[config.mk]
export PLATFORM = sky130hd
export DESIGN_NAME = usb_ether_wake_event_signaler
export DESIGN_NICKNAME = d
export VERILOG_FILES = /design/src/rtl/wake_pkg.sv /design/src/rtl/wake_if.sv /design/src/rtl/pin_wake_detect.sv /design/src/rtl/wake_pulse_timer.sv /design/src/rtl/usb_ether_wake_event_signaler.sv
export SDC_FILE = /design/constraint.sdc
export NUM_CORES = 1
export LEC_CHECK = 0
export ABC_AREA = 1
export BUFFER_PORTS_ARGS = -buffer_cell sky130_fd_sc_hd__buf_2
export CAP_MARGIN = 10
export CORE_MARGIN = 2
export CORE_UTILIZATION = 45
export DETAILED_ROUTE_END_ITERATION = 8
export PLACE_DENSITY = 0.77
export SYNTH_ARGS = -nofsm -noshare
export SYNTH_HDL_FRONTEND = slang
export SYNTH_HIERARCHICAL = 1
export SYNTH_SLANG_ARGS = --single-unit
[constraint.sdc]
create_clock -name i_clk -period 2 [get_ports i_clk]
set_input_delay 0.4 -clock i_clk [delete_from_list [all_inputs] [get_ports i_clk]]
set_output_delay 0.4 -clock i_clk [all_outputs]
set_load 0.02 [all_outputs]
[src/rtl/wake_pkg.sv]
// Shared constants and types for the wake-event signaller
package wake_pkg;
  localparam int ADDR_W = 8;
  localparam int NPIN = 12;
  localparam int LEN_W = 8;
  // Register offsets
  localparam logic [7:0] OFS_CFG = 8'h00;
  localparam logic [7:0] OFS_PULSE = 8'h04;
  localparam logic [7:0] OFS_WAKE_EN = 8'h08;
  localparam logic [7:0] OFS_PIN_POL = 8'h0C;
  localparam logic [7:0] OFS_STATUS = 8'h10;
  localparam logic [7:0] OFS_MAC_LO = 8'h14;
  localparam logic [7:0] OFS_MAC_HI = 8'h18;
  localparam logic [7:0] OFS_CTRL = 8'h1C;
  // Configuration field positions
  localparam int CFG_ENABLE_BIT = 0;
  localparam int CFG_STYLE_BIT = 1;
  localparam int CFG_POL_BIT = 2;
  localparam int CFG_DRIVE_BIT = 3;
  localparam int CFG_NETSEL_BIT = 4;
  localparam int CFG_POWER_BIT = 5;
  localparam int CFG_DETACH_BIT = 6;
  localparam int CTRL_ENTER_BIT = 0;
  // Status field positions
  localparam int ST_WAIT_BIT = 0;
  localparam int ST_EVENT_BIT = 1;
  localparam int ST_DETACH_BIT = 2;
  localparam int ST_AVAIL_BIT = 3;
  localparam int ST_MODESEL_BIT = 4;
  localparam int ST_VBUS_BIT = 5;
  // Reset values
  localparam logic [6:0] CFG_RESET = 7'h00;
  localparam logic [7:0] PULSE_RESET = 8'h10;
  localparam logic [11:0] WAKE_EN_RESET = 12'h000;
  localparam logic [11:0] PIN_POL_RESET = 12'h000;
  localparam logic [47:0] MAC_RESET = 48'h000000000000;
  // Pin roles
  localparam int WAKE_PIN = 5;
  localparam int MODE_PIN = 6;
  localparam logic [11:0] WAKE_CAPABLE_MASK = 12'h79F;
  typedef enum logic [1:0] {ST_NORMAL, ST_WAKE_WAIT, ST_DETACHED} mode_e;
endpackage

[src/rtl/wake_if.sv]
// Carrier between the wake core, pin detector and pulse timer
`timescale 1ns/10ps
interface wake_if;
  logic [11:0] pins;
  logic [11:0] pol;
  logic [11:0] en;
  logic [11:0] hit;
  logic trig;
  logic [7:0] len;
  logic busy;
  modport detect (input pins, input pol, input en, output hit);
  modport pulse (input trig, input len, output busy);
endinterface

[src/rtl/pin_wake_detect.sv]
// Per-pin wake qualification
`timescale 1ns/10ps
module pin_wake_detect (
  input wire logic i_clk,
  input wire logic i_reset_n,
  wake_if.detect w
);
  logic [11:0] hit_r;

  // One flop per pin: active level, enable and capability all required
  genvar g;
  for (g = 0; g < wake_pkg::NPIN; g++) begin : g_pin
    always_ff @(posedge i_clk or negedge i_reset_n) begin
      if (!i_reset_n) begin
        hit_r[g] <= 1'b0;
      end else begin
        hit_r[g] <= w.en[g] & wake_pkg::WAKE_CAPABLE_MASK[g] & (w.pins[g] == w.pol[g]);
      end
    end
  end

  assign w.hit = hit_r;
endmodule

[src/rtl/wake_pulse_timer.sv]
// Pulse-length timer for pulse-style wake signalling
`timescale 1ns/10ps
module wake_pulse_timer (
  input wire logic i_clk,
  input wire logic i_reset_n,
  wake_if.pulse w
);
  logic [7:0] cnt_r;

  // Load on trigger, count down to zero; zero length acts as one
  always_ff @(posedge i_clk or negedge i_reset_n) begin
    if (!i_reset_n) begin
      cnt_r <= 8'h00;
    end else if (w.trig) begin
      cnt_r <= (w.len == 8'h00) ? 8'h01 : w.len;
    end else if (cnt_r != 8'h00) begin
      cnt_r <= cnt_r - 8'h01;
    end
  end

  assign w.busy = (cnt_r != 8'h00);
endmodule

[src/rtl/usb_ether_wake_event_signaler.sv]
// Wake-event signaller: wake-waiting mode, wake sources, clear and detach
//
// Overview of operation
// - Wake signalling needs self-powered plus valid EEPROM.
// - Pin 5 signals wake, pin 6 selects mode.
// - Mode select sampled when clear reset asserts.
// - Sample 1 keeps waiting, 0 returns normal.
// - Enabled wake event drives wake output.
// - Pin wakes only if its enable bit set.
// - Signalling pins ignore their enable bits.
// - Pins 0-4, 7-10 wake, active low default.
// - Wake-on-LAN packet raises wake output.
// - Own destination address match raises wake.
// - Link partner detection raises wake output.
// - Clear while waiting requests EEPROM reload.
// - Style flag 0 gives steady level.
// - Polarity 1 high active, drive 1 push-pull.
// - Network select 0 uses wake-on-LAN packet.
// - Power-method flag 1 means self-powered.
// - Cable unplug detaches, low power while detached.
// - Cable plug or pin reattaches automatically.
`timescale 1ns/10ps
module usb_ether_wake_event_signaler (
  input wire logic i_clk,
  input wire logic i_reset_n,
  input wire logic i_chip_reset_n,
  input wire logic [11:0] i_gpio,
  input wire logic i_bus_power_detect,
  input wire logic i_eeprom_valid,
  input wire logic i_wol_pkt,
  input wire logic i_rx_da_valid,
  input wire logic [47:0] i_rx_da,
  input wire logic i_link_up,
  input wire logic [7:0] i_addr,
  input wire logic [31:0] i_wdata,
  input wire logic i_wr,
  input wire logic i_rd,
  output logic [31:0] o_rdata,
  output logic o_wake_event_pin,
  output logic o_wake_event_pin_oe,
  output logic o_reload_req,
  output logic o_usb_attach,
  output logic o_low_power,
  output logic o_wake_mode
);
  wake_pkg::mode_e state_r;
  wake_pkg::mode_e state_nxt;
  logic [6:0] cfg_r;
  logic [7:0] pulse_len_r;
  logic [11:0] wake_en_r;
  logic [11:0] pin_pol_r;
  logic [47:0] mac_r;
  logic [31:0] rdata_r;
  logic clr_d_r;
  logic link_d_r;
  logic mode_sel_r;
  logic event_r;
  logic da_hit_r;
  logic reload_r;
  logic pin_r;
  logic oe_r;
  logic clr_fall;
  logic clr_rise;
  logic link_rise;
  logic link_fall;
  logic avail;
  logic waiting;
  logic can_fire;
  logic net_src;
  logic gpio_any;
  logic fire;
  logic enter_req;
  logic active;
  logic cfg_enable;
  logic cfg_style;
  logic cfg_pol;
  logic cfg_drive;
  logic cfg_netsel;
  logic cfg_power;
  logic cfg_detach;

  wake_if wi ();

  // Configuration flag views
  assign cfg_enable = cfg_r[wake_pkg::CFG_ENABLE_BIT];
  assign cfg_style = cfg_r[wake_pkg::CFG_STYLE_BIT];
  assign cfg_pol = cfg_r[wake_pkg::CFG_POL_BIT];
  assign cfg_drive = cfg_r[wake_pkg::CFG_DRIVE_BIT];
  assign cfg_netsel = cfg_r[wake_pkg::CFG_NETSEL_BIT];
  assign cfg_detach = cfg_r[wake_pkg::CFG_DETACH_BIT];
  assign cfg_power = cfg_r[wake_pkg::CFG_POWER_BIT];

  assign avail = cfg_power & i_eeprom_valid;

  // Edges of the clear reset and the link status
  assign clr_fall = clr_d_r & ~i_chip_reset_n;
  assign clr_rise = ~clr_d_r & i_chip_reset_n;
  assign link_rise = ~link_d_r & i_link_up;
  assign link_fall = link_d_r & ~i_link_up;
  assign waiting = (state_r == wake_pkg::ST_WAKE_WAIT);
  assign enter_req = i_wr & (i_addr == wake_pkg::OFS_CTRL) & i_wdata[wake_pkg::CTRL_ENTER_BIT];

  // Pin detector inputs
  assign wi.pins = i_gpio;
  assign wi.pol = pin_pol_r;
  // per-pin enables from the 12-bit wake enable register
  assign wi.en = wake_en_r;
  assign gpio_any = |wi.hit;

  pin_wake_detect u_pins (
    .i_clk(i_clk),
    .i_reset_n(i_reset_n),
    .w(wi.detect)
  );

  assign net_src = cfg_netsel ? da_hit_r : i_wol_pkt;

  // wake sources while waiting, blocked during clear
  assign can_fire = waiting & cfg_enable & i_chip_reset_n;
  assign fire = can_fire & (gpio_any | net_src | link_rise);

  // Pulse timer starts on the first event only
  assign wi.trig = fire & ~event_r;
  assign wi.len = pulse_len_r;

  wake_pulse_timer u_pulse (
    .i_clk(i_clk),
    .i_reset_n(i_reset_n),
    .w(wi.pulse)
  );

  assign active = cfg_style ? wi.busy : event_r;

  // Edge history flops
  always_ff @(posedge i_clk or negedge i_reset_n) begin
    if (!i_reset_n) begin
      clr_d_r <= 1'b1;
      link_d_r <= 1'b0;
    end else begin
      clr_d_r <= i_chip_reset_n;
      link_d_r <= i_link_up;
    end
  end

  // catch mode select as the clear asserts
  always_ff @(posedge i_clk or negedge i_reset_n) begin
    if (!i_reset_n) begin
      mode_sel_r <= 1'b0;
    end else if (clr_fall) begin
      mode_sel_r <= i_gpio[wake_pkg::MODE_PIN];
    end
  end

  // exact match of destination against own address
  always_ff @(posedge i_clk or negedge i_reset_n) begin
    if (!i_reset_n) begin
      da_hit_r <= 1'b0;
    end else begin
      da_hit_r <= i_rx_da_valid & (i_rx_da == mac_r);
    end
  end

  // event stays set until the clear reset asserts
  always_ff @(posedge i_clk or negedge i_reset_n) begin
    if (!i_reset_n) begin
      event_r <= 1'b0;
    end else if (!i_chip_reset_n) begin
      event_r <= 1'b0;
    end else if (fire) begin
      event_r <= 1'b1;
    end
  end

  // reload request when cleared in wake-waiting mode
  always_ff @(posedge i_clk or negedge i_reset_n) begin
    if (!i_reset_n) begin
      reload_r <= 1'b0;
    end else begin
      reload_r <= waiting & clr_fall;
    end
  end

  // Mode sequencing
  always_comb begin
    state_nxt = state_r;
    case (state_r)
      wake_pkg::ST_NORMAL: begin
        if (enter_req && avail) begin
          state_nxt = wake_pkg::ST_WAKE_WAIT;
        end else if (cfg_detach && link_fall) begin
          state_nxt = wake_pkg::ST_DETACHED;
        end
      end
      wake_pkg::ST_WAKE_WAIT: begin
        if (!avail) begin
          state_nxt = wake_pkg::ST_NORMAL;
        // sampled select decides mode after the clear
        end else if (clr_rise) begin
          state_nxt = mode_sel_r ? wake_pkg::ST_WAKE_WAIT : wake_pkg::ST_NORMAL;
        end
      end
      wake_pkg::ST_DETACHED: begin
        // reattach on cable or programmed pin
        if (link_rise || gpio_any || !cfg_detach) begin
          state_nxt = wake_pkg::ST_NORMAL;
        end
      end
      default: begin
        state_nxt = wake_pkg::ST_NORMAL;
      end
    endcase
  end

  // Mode register
  always_ff @(posedge i_clk or negedge i_reset_n) begin
    if (!i_reset_n) begin
      state_r <= wake_pkg::ST_NORMAL;
    end else begin
      state_r <= state_nxt;
    end
  end

  always_ff @(posedge i_clk or negedge i_reset_n) begin
    if (!i_reset_n) begin
      pin_r <= 1'b0;
      oe_r <= 1'b0;
    end else begin
      pin_r <= active ? cfg_pol : ~cfg_pol;
      oe_r <= cfg_enable & (cfg_drive | ~(active ? cfg_pol : ~cfg_pol));
    end
  end

  // Register writes
  always_ff @(posedge i_clk or negedge i_reset_n) begin
    if (!i_reset_n) begin
      cfg_r <= wake_pkg::CFG_RESET;
      pulse_len_r <= wake_pkg::PULSE_RESET;
      wake_en_r <= wake_pkg::WAKE_EN_RESET;
      pin_pol_r <= wake_pkg::PIN_POL_RESET;
      mac_r <= wake_pkg::MAC_RESET;
    end else if (i_wr) begin
      case (i_addr)
        wake_pkg::OFS_CFG: cfg_r <= i_wdata[6:0];
        wake_pkg::OFS_PULSE: pulse_len_r <= i_wdata[7:0];
        wake_pkg::OFS_WAKE_EN: wake_en_r <= i_wdata[11:0];
        wake_pkg::OFS_PIN_POL: pin_pol_r <= i_wdata[11:0];
        wake_pkg::OFS_MAC_LO: mac_r[31:0] <= i_wdata;
        wake_pkg::OFS_MAC_HI: mac_r[47:32] <= i_wdata[15:0];
        default: begin
        end
      endcase
    end
  end

  // Register reads, data in the following cycle only
  always_ff @(posedge i_clk or negedge i_reset_n) begin
    if (!i_reset_n) begin
      rdata_r <= 32'h00000000;
    end else if (i_rd) begin
      case (i_addr)
        wake_pkg::OFS_CFG: rdata_r <= {25'h0000000, cfg_r};
        wake_pkg::OFS_PULSE: rdata_r <= {24'h000000, pulse_len_r};
        wake_pkg::OFS_WAKE_EN: rdata_r <= {20'h00000, wake_en_r};
        wake_pkg::OFS_PIN_POL: rdata_r <= {20'h00000, pin_pol_r};
        wake_pkg::OFS_MAC_LO: rdata_r <= mac_r[31:0];
        wake_pkg::OFS_MAC_HI: rdata_r <= {16'h0000, mac_r[47:32]};
        wake_pkg::OFS_STATUS: begin
          rdata_r <= 32'h00000000;
          rdata_r[wake_pkg::ST_WAIT_BIT] <= waiting;
          rdata_r[wake_pkg::ST_EVENT_BIT] <= event_r;
          rdata_r[wake_pkg::ST_DETACH_BIT] <= (state_r == wake_pkg::ST_DETACHED);
          rdata_r[wake_pkg::ST_AVAIL_BIT] <= avail;
          rdata_r[wake_pkg::ST_MODESEL_BIT] <= mode_sel_r;
          rdata_r[wake_pkg::ST_VBUS_BIT] <= i_bus_power_detect;
        end
        default: rdata_r <= 32'h00000000;
      endcase
    end else begin
      rdata_r <= 32'h00000000;
    end
  end

  // Outputs
  assign o_rdata = rdata_r;
  assign o_wake_event_pin = pin_r;
  assign o_wake_event_pin_oe = oe_r;
  assign o_reload_req = reload_r;
  assign o_usb_attach = (state_r != wake_pkg::ST_DETACHED);
  assign o_low_power = (state_r == wake_pkg::ST_DETACHED);
  assign o_wake_mode = waiting;

  // Checks on the wake core
  avail_gate_a: assert property (@(posedge i_clk) disable iff (!i_reset_n)
    $rose(waiting) |-> $past(avail)) else $error("wake mode entered while unavailable");
  pin_reserved_a: assert property (@(posedge i_clk) disable iff (!i_reset_n)
    !(wi.hit[wake_pkg::WAKE_PIN] | wi.hit[wake_pkg::MODE_PIN]))
    else $error("signalling pin used as wake source");
  mode_sample_a: assert property (@(posedge i_clk) disable iff (!i_reset_n)
    clr_fall |=> (mode_sel_r == $past(i_gpio[wake_pkg::MODE_PIN])))
    else $error("mode select not sampled at clear");
  stay_wait_a: assert property (@(posedge i_clk) disable iff (!i_reset_n)
    (waiting && clr_rise && avail) |=> (waiting == $past(mode_sel_r)))
    else $error("wrong mode after clear");
  fire_sets_a: assert property (@(posedge i_clk) disable iff (!i_reset_n)
    (fire && (!cfg_style || !event_r)) |=> event_r ##1 (pin_r == $past(cfg_pol)))
    else $error("wake event not raised");
  pin_enable_a: assert property (@(posedge i_clk) disable iff (!i_reset_n)
    (wi.hit != 12'h000) |-> (($past(wake_en_r) & wi.hit) == wi.hit))
    else $error("disabled pin produced a hit");
  wol_src_a: assert property (@(posedge i_clk) disable iff (!i_reset_n)
    (can_fire && !cfg_netsel && i_wol_pkt) |=> event_r)
    else $error("wake packet ignored");
  da_src_a: assert property (@(posedge i_clk) disable iff (!i_reset_n)
    (can_fire && cfg_netsel && i_rx_da_valid && i_rx_da == mac_r) |=> ##1 event_r)
    else $error("address match ignored");
  link_src_a: assert property (@(posedge i_clk) disable iff (!i_reset_n)
    (can_fire && link_rise) |=> event_r) else $error("link up ignored");
  reload_req_a: assert property (@(posedge i_clk) disable iff (!i_reset_n)
    (waiting && clr_fall) |=> o_reload_req) else $error("reload not requested");
  level_hold_a: assert property (@(posedge i_clk) disable iff (!i_reset_n)
    (event_r && i_chip_reset_n) |=> event_r) else $error("level event dropped");
  level_pin_a: assert property (@(posedge i_clk) disable iff (!i_reset_n)
    (event_r && !cfg_style) |=> (o_wake_event_pin == $past(cfg_pol)))
    else $error("level not presented");
  push_pull_a: assert property (@(posedge i_clk) disable iff (!i_reset_n)
    (cfg_enable && cfg_drive) |=> o_wake_event_pin_oe) else $error("push-pull not driven");
  detach_go_a: assert property (@(posedge i_clk) disable iff (!i_reset_n)
    (state_r == wake_pkg::ST_NORMAL && !enter_req && cfg_detach && link_fall)
    |=> (o_low_power && !o_usb_attach)) else $error("no detach on unplug");
  reattach_a: assert property (@(posedge i_clk) disable iff (!i_reset_n)
    (state_r == wake_pkg::ST_DETACHED && link_rise) |=> o_usb_attach)
    else $error("no reattach on plug");
endmodule

==> flow_summary.toml <==
[run_status]
outcome = "complete, no violations"

[setup_path]
r2r_slack_ns = 0.19
worstPathMaxFanout = 10
crit_path_end = "u_pulse/cnt_r[6]"
critical_path_class = "reg2reg"
rr_startpoint = "u_pins/w.hit[9]"
startpoint = "u_pins/w.hit[9]"
cp.arrival_ns = 2.18
end_kind = "register"
r2r_end = "u_pulse/cnt_r[6]"
crit_path_start_kind = "register"
worst_ep_required_time_ns = 2.37
reg2reg_depth = 10

[timing]
setup_viol = 0
slew_headroom_pct = 64.7
setup_tns_ns = 0
fin_crit_sh_pct = 90.3
finClkSkew_ns = 0.00822
finalHoldViolations = 0
finalMaxSlewViolations = 0
setup_ws_ns = 0.193
fmax_mhz = 553
worstMarginPinSlew_ns = 0.528
period_minus_slack_ns = 1.81
rsz0062_at_grt = "no"

[pwr]
ir_drop_v = 0.000626
power_density_nw_per_um2 = 760
pwr-share-comb_pct = 9.6
swShare_pct = 24.8
power_frac_seq_pct = 46.7
p_int_mw = 5.09
power_switching_mw = 1.68
clkPwrFrac_pct = 43.8
power_leakage_nw = 4.84

[global_routing]
antenna_found_initial = 4
grt_usage_pct = 23.9
grt_first_pass_wirelength_um = 32300
grt_start_max_net_pins = 65
grt-ovfl-total = 0
grt_pass1_vias = 6494

[layout]
fillers = 1472
syn_to_final_growth_pct = 20.6
drive_gt1_share_pct = 23.9
final_cell_mix = "264 x nand2_1, 144 x dfrtp_1, 144 x buf_2, 120 x inv_1, 119 x nor2_1"
final_common_cell = "nand2_1"
final_nets = 1199
layoutNonFillerInstCount = 1317
final_core_util_pct = 55.9

[placement]
dp.cells = 1283
io_buffers = 145
dp_hpwl_um = 15100
gp_congestion = 0.910
dp_slack_ns = 0.106

[clock_tree]
h-tree-depth = 4
clk_pin_slew_worst_paths_ns = 0.06
clkLatencyLatePin_ns = 0.44
clockBufferDepth = 2
cts_tree = "yes"
cts_buffers = 17
clock_sinks = 146
cts-hold-fix-buffers = 1
cts_resized = 0
cts_root_buffer = "clkbuf_16"
cts_setup_buffers = 0

[synth]
synth_cells = 932
yosysSeqAreaShare_pct = 49.5
synth_top_area_share_pct = 48.8
yosys-top-cells-area = "dfrtp_1 49%, nand2_1 13%, inv_1 6.1%, nor2_1 6.0%, o21ai_0 3.9%"
ys_ff_latch = 146
syn_avg_cell_area_um2 = 7.92
syn-cell-area_um2 = 7390
synth_cell_types = 38
synth_top_area_cell = "dfrtp_1"
yosys_warnings = 6

[drt]
final_antenna_net_count = 0
drc = 0
post_drt_wl_per_cell_um = 15.4
via_count = 6546
firstDrtPassIters = 5
drt-initial-drc-count = 619
routed_wl_um = 20300
viasPerCell = 4.97

[die]
row_count = 46
core_area_um2 = 15900
dieWidth_um = 132
ios = 148
die-height_um = 132
initial_core_util_pct = 46.3
die_area_um2 = 17500

[worst_hold_path]
min_path_type = "in2reg"

[flow_run]
cap_violations = 0
==> critical path, stage by stage (launching register included) <==
cell	delay, ns
dfrtp_1	0.35
nor2_1	0.11
nand2_1	0.08
nor2_1	0.30
nand3_1	0.12
nand4_1	0.10
nor2_1	0.07
buf_4	0.17
nor2_1	0.21
nand3_1	0.13
nand2_1	0.09
==> sequential cells by signal, summed over array words and instances, names as in the netlist <==
register / cells
link_d_r: 1
pulse_len_r: 8
o_reload_req: 1
mode_sel_r: 1
cfg_r: 7
mac_r: 48
event_r: 1
wake_en_r: 12
u_pins/w.hit: 9
state_r: 2
o_wake_event_pin_oe: 1
da_hit_r: 1
o_wake_event_pin: 1
u_pulse/cnt_r: 8
pin_pol_r: 12
o_rdata: 32
clr_d_r: 1
==> layer usage <==
metal	track usage [%]	vias to the layer above	wire, µm
met5	0	-	0
met4	11.6	0	720
met3	6.04	58	1380
met2	38.5	247	9700
met1	30.2	3049	8540
li1	-	3192	-
==> how the worst min path moves through the flow <==
stage,startpoint,to,cells after the start
3_3_place_gp,i_reset_n,u_pins/w.hit[3],1
6_report,i_chip_reset_n,clr_d_r,1
5_1_grt,i_chip_reset_n,clr_d_r,1
3_5_place_dp,i_reset_n,u_pins/w.hit[3],1
2_1_floorplan,i_reset_n,cfg_r[0],0
4_1_cts,i_chip_reset_n,clr_d_r,1
==> through the flow <==
step	hold slack (ns)	total power, mW	cell area (µm²)
after global routing	0.0754	7.02	8900
after CTS	0.0766	6.79	8890
final	0.0808	6.76	8900
after detailed placement	0.351	3.85	8350
after floorplan	0.104	3.52	7390
after global placement	0.345	3.83	8350
==> power by group through the flow <==
stage | Sequential, mW | Combinational, mW | Clock, mW
2_1_floorplan | 3.18 | 0.343 | 0
3_3_place_gp | 3.20 | 0.626 | 0
3_5_place_dp | 3.20 | 0.641 | 0
4_1_cts | 3.15 | 0.650 | 2.98
5_1_grt | 3.17 | 0.730 | 3.12
6_report | 3.16 | 0.648 | 2.96
==> synthesized netlist by cell type, drive strengths merged <==
cell,number
a21oi,25
buf,21
clkbuf,4
clkinv,1
conb,1
dfrtp,144
dfstp,2
ha,2
inv,127
mux2,1
mux2i,1
nand2,280
nand3,45
nand3b,1
nand4,6
nor2,140
nor3,1
o211ai,2
o21ai,105
o32ai,1
or2,2
xnor2,12
xor2,8
==> cell families after synthesis <==
family | after synthesis | synth area share [%]
and+or+nand+nor | 475 | 27.7
buffers and inverters | 153 | 9.23
DFF | 146 | 49.5
AOI/OAI and AO/OA | 133 | 10.6
xor gates and xnor gates | 20 | 2.37
adders and majority gates | 2 | 0.339
muxes | 2 | 0.288
other | 1 | 0.0508
==> layout make-up <==
class,count,area (µm²),area share (%)
antenna,4,10.0,0.112
timing repair buffer,159,890,9.99
clock inverter,5,55.1,0.618
sequential,146,3660,41.1
multi-input combinational,635,3060,34.3
tap,216,270,3.03
clock buffer,24,482,5.41
inverter,128,487,5.47
No activity file was read; power rests on OpenSTA's default activity.
